## src/rtl/dbsm_pkg.sv

```systemverilog
package dbsm_pkg;
    // Sample path
    localparam int SAMPLE_W = 24;
    localparam int BOOST_HEAD = 3;
    localparam int CHAN_N = 2;
    localparam int BUF_DEPTH = 2;
    // Register map (byte addresses)
    localparam int ADDR_W = 8;
    localparam logic [7:0] OFF_AIF_CFG = 8'h18;
    localparam logic [7:0] OFF_SIDE_CTL = 8'h1c;
    localparam logic [7:0] OFF_STATUS = 8'h20;
    localparam logic [7:0] OFF_COUNT = 8'h24;
    // Interface config fields
    localparam int BOOST_LSB = 0;
    localparam int LSEL_BIT = 5;
    localparam int RSEL_BIT = 4;
    // Sidetone control fields
    localparam int LATT_LSB = 8;
    localparam int RATT_LSB = 4;
    localparam int LSRC_LSB = 2;
    localparam int RSRC_LSB = 0;
    // Status fields
    localparam int ST_CLIP_LSB = 0;
    localparam int ST_MATCH_BIT = 2;
    localparam int ST_LEVEL_LSB = 4;
    // Reset values
    localparam logic [1:0] BOOST_RST = 2'h0;
    localparam logic LSEL_RST = 1'b0;
    localparam logic RSEL_RST = 1'b1;
    localparam logic [3:0] ATT_RST = 4'h0;
    localparam logic [1:0] SRC_RST = 2'h0;
    // Sidetone source codes
    localparam logic [1:0] SRC_NONE = 2'h0;
    localparam logic [1:0] SRC_ADC_LEFT = 2'h1;
    localparam logic [1:0] SRC_ADC_RIGHT = 2'h2;
    // Attenuation coefficients, Q1.15
    localparam int COEF_FRAC = 15;
    localparam int COEF_W = 17;
    localparam logic [3:0] ATT_UNITY = 4'hc;
endpackage : dbsm_pkg

```

## src/rtl/dbsm_pair_buf.sv

```systemverilog
`timescale 1ns/1ps
module dbsm_pair_buf
    import dbsm_pkg::*;
#(
    parameter int WIDTH = 2 * SAMPLE_W,
    parameter int DEPTH = BUF_DEPTH
) (
    input wire logic clk_sys,
    input wire logic reset,
    input wire logic in_valid,
    input wire logic [WIDTH-1:0] in_data,
    output logic in_ready,
    output logic out_valid,
    output logic [WIDTH-1:0] out_data,
    input wire logic out_ready,
    output logic [$clog2(DEPTH+1)-1:0] level
);
    localparam int CNT_W = $clog2(DEPTH + 1);

    logic [WIDTH-1:0] slot_reg [DEPTH];
    logic [CNT_W-1:0] count_reg;
    logic [CNT_W-1:0] count_next;
    logic [CNT_W-1:0] wpos;
    logic push;
    logic pop;

    assign push = in_valid && in_ready;
    assign pop = out_valid && out_ready;
    assign count_next = count_reg + CNT_W'(push) - CNT_W'(pop);
    assign wpos = count_reg - CNT_W'(pop);
    assign out_data = slot_reg[0];
    assign level = count_reg;

    always_ff @(posedge clk_sys) begin
        if (reset) begin
            count_reg <= '0;
            out_valid <= 1'b0;
            in_ready <= 1'b1;
        end else begin
            count_reg <= count_next;
            out_valid <= (count_next != '0);
            in_ready <= (count_next != CNT_W'(DEPTH));
        end
    end

    // Shift toward the head so the output is always slot zero
    for (genvar i = 0; i < DEPTH; i++) begin : g_slot
        always_ff @(posedge clk_sys) begin
            if (push && wpos == CNT_W'(i)) begin
                slot_reg[i] <= in_data;
            end else if (pop && i < DEPTH - 1) begin
                slot_reg[i] <= slot_reg[(i + 1) % DEPTH];
            end
        end
    end
endmodule : dbsm_pair_buf

```

## src/rtl/dbsm_side_atten.sv

```systemverilog
`timescale 1ns/1ps
module dbsm_side_atten
    import dbsm_pkg::*;
#(
    parameter int W = SAMPLE_W
) (
    input wire logic signed [W-1:0] sample,
    input wire logic [3:0] code,
    output logic signed [W-1:0] scaled
);
    logic signed [COEF_W-1:0] coef;
    logic signed [W+COEF_W-1:0] prod;

    // 3 dB steps from -36 dB
    always_comb begin
        unique case (code)
            4'h0: coef = 17'sh00207;
            4'h1: coef = 17'sh002de;
            4'h2: coef = 17'sh0040c;
            4'h3: coef = 17'sh005b8;
            4'h4: coef = 17'sh00814;
            4'h5: coef = 17'sh00b68;
            4'h6: coef = 17'sh0101d;
            4'h7: coef = 17'sh016c3;
            4'h8: coef = 17'sh02027;
            4'h9: coef = 17'sh02d6b;
            4'ha: coef = 17'sh04027;
            4'hb: coef = 17'sh05a9e;
            default: coef = 17'sh08000;
        endcase
    end

    assign prod = sample * coef;

    // Codes from unity upward pass the sample exactly
    always_comb begin
        if (code >= ATT_UNITY) begin
            scaled = sample;
        end else begin
            scaled = prod[COEF_FRAC+W-1:COEF_FRAC];
        end
    end
endmodule : dbsm_side_atten

```

## src/rtl/dbsm_top.sv

```systemverilog
// Notes on behaviour
// - Each playback sample is scaled by a 2-bit boost: x1, +6dB, +12dB or +18dB, reset x1.
// - Sidetone is mixed only while ADC and DAC share one sample rate, with no rate conversion.
// - Each DAC channel gets the playback sample plus its sidetone, one sum per sample period.
// - Sidetone samples come from the ADC high-pass filter output, not raw decimated data.
// - Left sidetone source is bits 3:2, reset 00: none, left ADC, right ADC, 11 reserved.
// - Right sidetone source is bits 1:0, reset 00, with the same encoding.
// - Left sidetone attenuation is bits 11:8, reset 0000: -36dB plus 3dB a step, 11XX is 0dB.
// - Right sidetone attenuation is bits 7:4, reset 0000, with the same encoding.
// - Bit 5 picks the left DAC interface channel, bit 4 the right: 0 left, 1 right.
`timescale 1ns/1ps
module dbsm_top
    import dbsm_pkg::*;
#(
    parameter int W = SAMPLE_W,
    parameter int DEPTH = BUF_DEPTH
) (
    input wire logic clk_sys,
    input wire logic reset,
    // APB slave
    input wire logic psel,
    input wire logic penable,
    input wire logic pwrite,
    input wire logic [ADDR_W-1:0] paddr,
    input wire logic [31:0] pwdata,
    input wire logic [3:0] pstrb,
    output logic [31:0] prdata,
    output logic pready,
    output logic pslverr,
    // Playback samples from the serial interface receiver
    input wire logic signed [W-1:0] play_left_sample,
    input wire logic signed [W-1:0] play_right_sample,
    input wire logic play_valid,
    output logic play_ready,
    // High-pass filtered ADC samples
    input wire logic signed [W-1:0] side_left_sample,
    input wire logic signed [W-1:0] side_right_sample,
    input wire logic side_valid,
    input wire logic rates_match,
    // Mixed samples toward the DACs
    output logic signed [W-1:0] dac_left_sample,
    output logic signed [W-1:0] dac_right_sample,
    output logic dac_valid,
    input wire logic dac_ready
);
    localparam int BW = W + BOOST_HEAD;
    localparam int SW = BW + 1;
    localparam int LVL_W = $clog2(DEPTH + 1);
    localparam logic signed [W-1:0] FULL_POS = {1'b0, {(W-1){1'b1}}};
    localparam logic signed [W-1:0] FULL_NEG = {1'b1, {(W-1){1'b0}}};

    // Control registers
    logic [1:0] boost_reg;
    logic lsel_reg;
    logic rsel_reg;
    logic [3:0] latt_reg;
    logic [3:0] ratt_reg;
    logic [1:0] lsrc_reg;
    logic [1:0] rsrc_reg;
    logic [CHAN_N-1:0] clip_reg;
    logic [15:0] count_reg;

    // Held sidetone samples
    logic signed [W-1:0] hold_left_reg;
    logic signed [W-1:0] hold_right_reg;

    // Stage A
    logic a_valid_reg;
    logic signed [BW-1:0] a_boost_reg [CHAN_N];
    logic signed [W-1:0] a_side_reg [CHAN_N];

    // Per-channel views
    logic chan_sel [CHAN_N];
    logic [3:0] chan_att [CHAN_N];
    logic [1:0] chan_src [CHAN_N];
    logic signed [W-1:0] pick [CHAN_N];
    logic signed [BW-1:0] boosted [CHAN_N];
    logic signed [W-1:0] side_pick [CHAN_N];
    logic signed [W-1:0] side_scaled [CHAN_N];
    logic signed [SW-1:0] sum [CHAN_N];
    logic signed [W-1:0] sat [CHAN_N];
    logic [CHAN_N-1:0] clip_now;

    // Flow control
    logic take;
    logic a_pop;
    logic a_valid_next;
    logic buf_in_ready;
    logic [LVL_W-1:0] buf_level;

    // APB
    logic apb_setup;
    logic apb_write;
    logic [31:0] rd_value;
    logic rd_hit;
    logic [15:0] aif_word;
    logic [15:0] side_word;
    logic [15:0] status_word;
    logic hit_aif;
    logic hit_side;
    logic hit_status;
    logic hit_count;
    logic wr_lane0;
    logic wr_lane1;
    logic [CHAN_N-1:0] clip_clear;

    assign chan_sel[0] = lsel_reg;
    assign chan_sel[1] = rsel_reg;
    assign chan_att[0] = latt_reg;
    assign chan_att[1] = ratt_reg;
    assign chan_src[0] = lsrc_reg;
    assign chan_src[1] = rsrc_reg;

    assign take = play_valid && play_ready;
    assign a_pop = a_valid_reg && buf_in_ready;
    assign a_valid_next = (a_valid_reg && !a_pop) || take;

    // Sidetone taps from the high-pass filter output
    always_ff @(posedge clk_sys) begin
        if (reset) begin
            hold_left_reg <= '0;
            hold_right_reg <= '0;
        end else if (side_valid) begin
            hold_left_reg <= side_left_sample;
            hold_right_reg <= side_right_sample;
        end
    end

    for (genvar c = 0; c < CHAN_N; c++) begin : g_chan
        // Interface channel select
        always_comb begin
            pick[c] = chan_sel[c] ? play_right_sample : play_left_sample;
        end

        // Power-of-two boost, 6 dB per step
        always_comb begin
            boosted[c] = BW'(pick[c]) <<< boost_reg;
        end

        // Source select, muted when rates differ
        always_comb begin
            side_pick[c] = '0;
            if (rates_match) begin
                unique case (chan_src[c])
                    SRC_ADC_LEFT: side_pick[c] = hold_left_reg;
                    SRC_ADC_RIGHT: side_pick[c] = hold_right_reg;
                    default: side_pick[c] = '0;
                endcase
            end
        end

        dbsm_side_atten #(
            .W(W)
        ) u_atten (
            .sample(side_pick[c]),
            .code(chan_att[c]),
            .scaled(side_scaled[c])
        );

        always_ff @(posedge clk_sys) begin
            if (take) begin
                a_boost_reg[c] <= boosted[c];
                a_side_reg[c] <= side_scaled[c];
            end
        end

        // Boost already applied, attenuated sidetone added without boost
        always_comb begin
            sum[c] = SW'(a_boost_reg[c]) + SW'(a_side_reg[c]);
        end

        // Clamp instead of wrapping
        always_comb begin
            clip_now[c] = 1'b0;
            sat[c] = sum[c][W-1:0];
            if (sum[c] > SW'(FULL_POS)) begin
                sat[c] = FULL_POS;
                clip_now[c] = 1'b1;
            end else if (sum[c] < SW'(FULL_NEG)) begin
                sat[c] = FULL_NEG;
                clip_now[c] = 1'b1;
            end
        end
    end

    // Stage A occupancy and registered ready
    always_ff @(posedge clk_sys) begin
        if (reset) begin
            a_valid_reg <= 1'b0;
            play_ready <= 1'b0;
        end else begin
            a_valid_reg <= a_valid_next;
            play_ready <= !a_valid_next;
        end
    end

    dbsm_pair_buf #(
        .WIDTH(2 * W),
        .DEPTH(DEPTH)
    ) u_buf (
        .clk_sys(clk_sys),
        .reset(reset),
        .in_valid(a_valid_reg),
        .in_data({sat[0], sat[1]}),
        .in_ready(buf_in_ready),
        .out_valid(dac_valid),
        .out_data({dac_left_sample, dac_right_sample}),
        .out_ready(dac_ready),
        .level(buf_level)
    );

    // Mixed sample counter
    always_ff @(posedge clk_sys) begin
        if (reset) begin
            count_reg <= '0;
        end else if (a_pop) begin
            count_reg <= count_reg + 16'h0001;
        end
    end

    // APB decode
    assign apb_setup = psel && !penable;
    assign apb_write = psel && penable && pready && pwrite;

    // Address hits shared by reads and writes
    assign hit_aif = (paddr == OFF_AIF_CFG);
    assign hit_side = (paddr == OFF_SIDE_CTL);
    assign hit_status = (paddr == OFF_STATUS);
    assign hit_count = (paddr == OFF_COUNT);
    assign rd_hit = hit_aif || hit_side || hit_status || hit_count;
    assign wr_lane0 = apb_write && pstrb[0];
    assign wr_lane1 = apb_write && pstrb[1];
    assign clip_clear = (wr_lane0 && hit_status) ? pwdata[ST_CLIP_LSB+:CHAN_N] : '0;

    assign aif_word = {10'h000, lsel_reg, rsel_reg, 2'h0, boost_reg};
    assign side_word = {4'h0, latt_reg, ratt_reg, lsrc_reg, rsrc_reg};

    // Status fields placed by position
    always_comb begin
        status_word = '0;
        status_word[ST_CLIP_LSB+:CHAN_N] = clip_reg;
        status_word[ST_MATCH_BIT] = rates_match;
        status_word[ST_LEVEL_LSB+:LVL_W] = buf_level;
    end

    always_comb begin
        rd_value = '0;
        unique case (paddr)
            OFF_AIF_CFG: rd_value = {16'h0000, aif_word};
            OFF_SIDE_CTL: rd_value = {16'h0000, side_word};
            OFF_STATUS: rd_value = {16'h0000, status_word};
            OFF_COUNT: rd_value = {16'h0000, count_reg};
            default: rd_value = '0;
        endcase
    end

    // One-cycle answer per transfer
    always_ff @(posedge clk_sys) begin
        if (reset) begin
            pready <= 1'b0;
        end else begin
            pready <= apb_setup;
        end
    end

    always_ff @(posedge clk_sys) begin
        if (reset) begin
            pslverr <= 1'b0;
        end else begin
            pslverr <= apb_setup && !rd_hit;
        end
    end

    // Read data stands only in the access cycle
    always_ff @(posedge clk_sys) begin
        if (reset) begin
            prdata <= '0;
        end else if (apb_setup && !pwrite) begin
            prdata <= rd_value;
        end else begin
            prdata <= '0;
        end
    end

    // Boost field
    always_ff @(posedge clk_sys) begin
        if (reset) begin
            boost_reg <= BOOST_RST;
        end else if (wr_lane0 && hit_aif) begin
            boost_reg <= pwdata[BOOST_LSB+:2];
        end
    end

    // Interface channel selects
    always_ff @(posedge clk_sys) begin
        if (reset) begin
            lsel_reg <= LSEL_RST;
            rsel_reg <= RSEL_RST;
        end else if (wr_lane0 && hit_aif) begin
            lsel_reg <= pwdata[LSEL_BIT];
            rsel_reg <= pwdata[RSEL_BIT];
        end
    end

    // Sidetone attenuations, per byte lane
    always_ff @(posedge clk_sys) begin
        if (reset) begin
            latt_reg <= ATT_RST;
            ratt_reg <= ATT_RST;
        end else if (hit_side) begin
            if (wr_lane1) begin
                latt_reg <= pwdata[LATT_LSB+:4];
            end
            if (wr_lane0) begin
                ratt_reg <= pwdata[RATT_LSB+:4];
            end
        end
    end

    // Sidetone sources
    always_ff @(posedge clk_sys) begin
        if (reset) begin
            lsrc_reg <= SRC_RST;
            rsrc_reg <= SRC_RST;
        end else if (wr_lane0 && hit_side) begin
            lsrc_reg <= pwdata[LSRC_LSB+:2];
            rsrc_reg <= pwdata[RSRC_LSB+:2];
        end
    end

    // Sticky clip flags, write one to clear, set wins
    always_ff @(posedge clk_sys) begin
        if (reset) begin
            clip_reg <= '0;
        end else begin
            for (int i = 0; i < CHAN_N; i++) begin
                if (a_pop && clip_now[i]) begin
                    clip_reg[i] <= 1'b1;
                end else if (clip_clear[i]) begin
                    clip_reg[i] <= 1'b0;
                end
            end
        end
    end
endmodule : dbsm_top

```

## config.mk

```make
export PLATFORM = sky130hd
export DESIGN_NAME = dbsm_top
export DESIGN_NICKNAME = d
export VERILOG_FILES = /design/src/rtl/dbsm_pkg.sv /design/src/rtl/dbsm_pair_buf.sv /design/src/rtl/dbsm_side_atten.sv /design/src/rtl/dbsm_top.sv
export SDC_FILE = /design/constraint.sdc
export NUM_CORES = 2
export LEC_CHECK = 0
export ABC_CLOCK_PERIOD_IN_PS = 7600
export CAP_MARGIN = 20
export CORE_MARGIN = 5
export CORE_UTILIZATION = 61
export CTS_BUF_LIST = sky130_fd_sc_hd__clkbuf_4
export CTS_CLUSTER_DIAMETER = 120
export DETAILED_ROUTE_END_ITERATION = 10
export DONT_BUFFER_PORTS = 1
export GPL_TIMING_DRIVEN = 0
export HOLD_SLACK_MARGIN = 0.02
export MAX_ROUTING_LAYER = met4
export PLACE_DENSITY = 0.76
export SLEW_MARGIN = 10
export SYNTH_ARGS = -nofsm -noshare
export SYNTH_HDL_FRONTEND = slang
export SYNTH_SLANG_ARGS = --single-unit
export TNS_END_PERCENT = 100
```

## constraint.sdc

```tcl
create_clock -name clk_sys -period 7.6 [get_ports clk_sys]
set_input_delay 1.14 -clock clk_sys [delete_from_list [all_inputs] [get_ports clk_sys]]
set_output_delay 1.14 -clock clk_sys [all_outputs]
set_load 0.01 [all_outputs]
```

==> impl_metrics.json <==
{
  "outcome": "complete, but fails checks",
  "violations": "negative setup slack",
  "gr-total-overflow": 0,
  "holdWs_ns": 0.4445,
  "gp_congestion": 0.9952,
  "portBuffers": 0,
  "post-place-ws_ns": -1.972,
  "setup-violations-final": 6,
  "synth-xor-area-share": 0.02396,
  "synth_seq_cells": 336,
  "fin_skew_ns": 0.06398,
  "htree_levels": 3,
  "synth.distinct_cells": 95,
  "finalWirelength_mm": 135.1,
  "synth_top_family_by_area": "adder cells",
  "cts_tree": "built",
  "crit_top_cell": "fa_1",
  "rows": 98,
  "leakagePower_uw": 0.02324,
  "drt_iter0_drc": 4207,
  "max_freq_ghz": 0.1286,
  "end_kind": "register",
  "avgRoutedWirePerCell_um": 22.32,
  "yosys.area.top_type": "fa_1",
  "synth_adder_area_share": 0.4034,
  "drv_cap": 0,
  "ys_warn_count": 0,
  "yosys.area.top_type_share": 0.3295,
  "die_x_um": 279.3,
  "yosys.area_share.simple": 0.1456,
  "synth_cells": 4764,
  "dp_hpwl_mm": 106.0,
  "syn_to_final_growth_pct": 12.58,
  "crit_fanout": 10,
  "cts_max_path_buffers": 3,
  "start_util": 0.6165,
  "grt_pass1_vias": 35940,
  "drc": 0,
  "synth-async-reset-ratio": 0,
  "vdd_drop_max_v": 0.0002287,
  "routed_via_density": 5.847,
  "yosysMostFrequentCell": "inv_1",
  "post_layout_nonfiller_instances": 6052,
  "clock_sinks": 336,
  "postLayoutCoreUtil": 0.6941,
  "synth_compound_area_frac": 0.08819,
  "layout_setup_ws_ns": -0.1763,
  "core-area_mm2": 0.07173,
  "start_kind": "register",
  "layout_min_cycle_time_ns": 7.776,
  "die_y_um": 279.3,
  "drtPass1Iterations": 6,
  "clkTransAtPathRegs_ns": 0.08,
  "slew_headroom": 0.2839,
  "avgSynthCellArea_um2": 9.283,
  "track_usage": 0.3527,
  "root_buffer": "clkbuf_4",
  "largest_reg_flops": 96,
  "ys.flop_type": "edfxtp_1",
  "ant_nets": 0,
  "grt_pass1_wl_mm": 205.7,
  "antenna_found_initial": 18,
  "rsz0062_at_grt": "yes",
  "hold_class": "in2reg",
  "worst_pin_slew_ns": 1.074,
  "hold_buffers": 0,
  "crit_required_ns": 8.22,
  "path_class": "reg2reg",
  "boundaryPins": 233,
  "seq_area_frac_synth": 0.1969,
  "cpPeakStageDelay_ns": 0.56,
  "vias": 35390,
  "cp.arrival_ns": 8.40,
  "clock_latency_ns": 0.85,
  "grt_max_degree": 66,
  "synthMuxAreaShare": 0.03511,
  "slowest_stage": "fa_1",
  "finalHoldViolations": 0,
  "die_area_mm2": 0.07798,
  "cts_made_buffers": 90,
  "synth_area_mm2": 0.04422,
  "period_share": 1.023,
  "synth_area_leaders": "fa_1 (33%), edfxtp_1 (13%), inv_1 (7.6%)",
  "drive_gt1_frac": 0.1372,
  "report.final.slew_viol_count": 0,
  "nets": 6154,
  "powerDensity_mw_per_mm2": 91.39,
  "synth_commonest_cells": "inv_1 (900), fa_1 (728), nand2_1 (659)",
  "p_total_uw": 4550,
  "place_inst": 5735,
  "synth-edff-count": 198
}
-- kinds of logic after synthesis --
logic type / Yosys count
AOI/OAI and AO/OA: 588
xor gates and xnor gates: 121
adders and majority gates: 989
buffers and inverters: 1185
DFF: 336
muxes: 152
other: 1
and+or+nand+nor: 1392
-- cell type report --
cell class | instances | area [um2]
Multi-Input combinational cell | 3258 | 32130
Clock buffer | 121 | 908.4
Clock inverter | 41 | 252.7
Tap cell | 950 | 1189
Sequential cell | 336 | 8723
Inverter | 906 | 3410
Timing Repair Buffer | 147 | 1270
Antenna cell | 16 | 40.04
Fill cell | 5518 | 21940
Buffer | 277 | 1871
-- path summary, 6_finish.rpt --
kind | end | depth (start not counted) | startpoint | slack [ns]
max | a_side_reg[0][47] | 27 | rsrc_reg[0] | -0.18
min | hold_left_reg[7] | 2 | side_left_sample[7] | 0.44
max reg2reg | a_side_reg[0][47] | 27 | rsrc_reg[0] | -0.18
min reg2reg | prdata[14] | 1 | count_reg[14] | 0.47
-- cell usage in the layout (no fill, tap or decap), types with 18 or more instances in the layout --
master	instances
inv_1	881
fa_1	701
nand2_1	649
and2_1	308
ha_1	238
buf_4	203
edfxtp_1	198
nor2_1	195
dfxtp_1	134
clkbuf_4	128
mux2i_1	126
clkbuf_1	123
o21ai_0	112
a21oi_1	98
xnor2_1	74
nor2_4	48
a22oi_1	45
xor2_1	40
nand3_1	37
a21o_1	36
a31oi_1	36
o211ai_1	32
fa_2	27
mux2_2	25
clkinv_1	25
and3_1	24
o21ai_1	24
inv_2	23
o21a_1	22
a22oi_2	19
nor3_1	19
buf_8	18
ha_4	18
-- routing by layer --
metal  GRT usage  wire length (um)  part of all wire  vias up
met5           -                 0                 0        -
met4      0.1437              6749             0.050        0
met3      0.1033             17680              0.13      433
met2      0.5166             59060              0.44     2202
met1      0.4657             51580              0.38    17300
li1            -                 -                 -    15450
-- worst max-delay path: cells and delay by family, from the launching register on --
family	cells	cell delay, ns
AO/OA/AOI/OAI	7	1.99
XOR/XNOR	1	0.17
adder cells (fa/ha/maj)	8	3.20
buffers and inverters	7	0.74
flip-flops	1	0.39
multiplexers	1	0.33
AND/OR/NAND/NOR	3	0.77
-- through the flow --
step	TNS (ns)	cell area, um2
detailed placement	-46.23	45880
CTS	-1.809	48550
finish	-0.5321	49790
global route	-2.579	49780
global placement	-44.93	45780
floorplan	-0.004637	44600
-- timing repair --
| action | in CTS | in global routing |
|---|---|---|
| setup endpoints to repair | 47 | 32 |
| buffers inserted | 69 | 68 |
| endpoints found under the hold margin | 0 | 0 |
| gates cloned | 3 | 0 |
| resized for setup | 233 | 181 |
| pin swaps | 73 | 144 |
-- power breakdown --
part | internal (uW) | total [uW] | switching [uW]
clock | 823 | 1660 | 836
sequential | 2090 | 2150 | 58.7
combinational | 281 | 739 | 459
No activity file was read; power rests on OpenSTA's default activity.
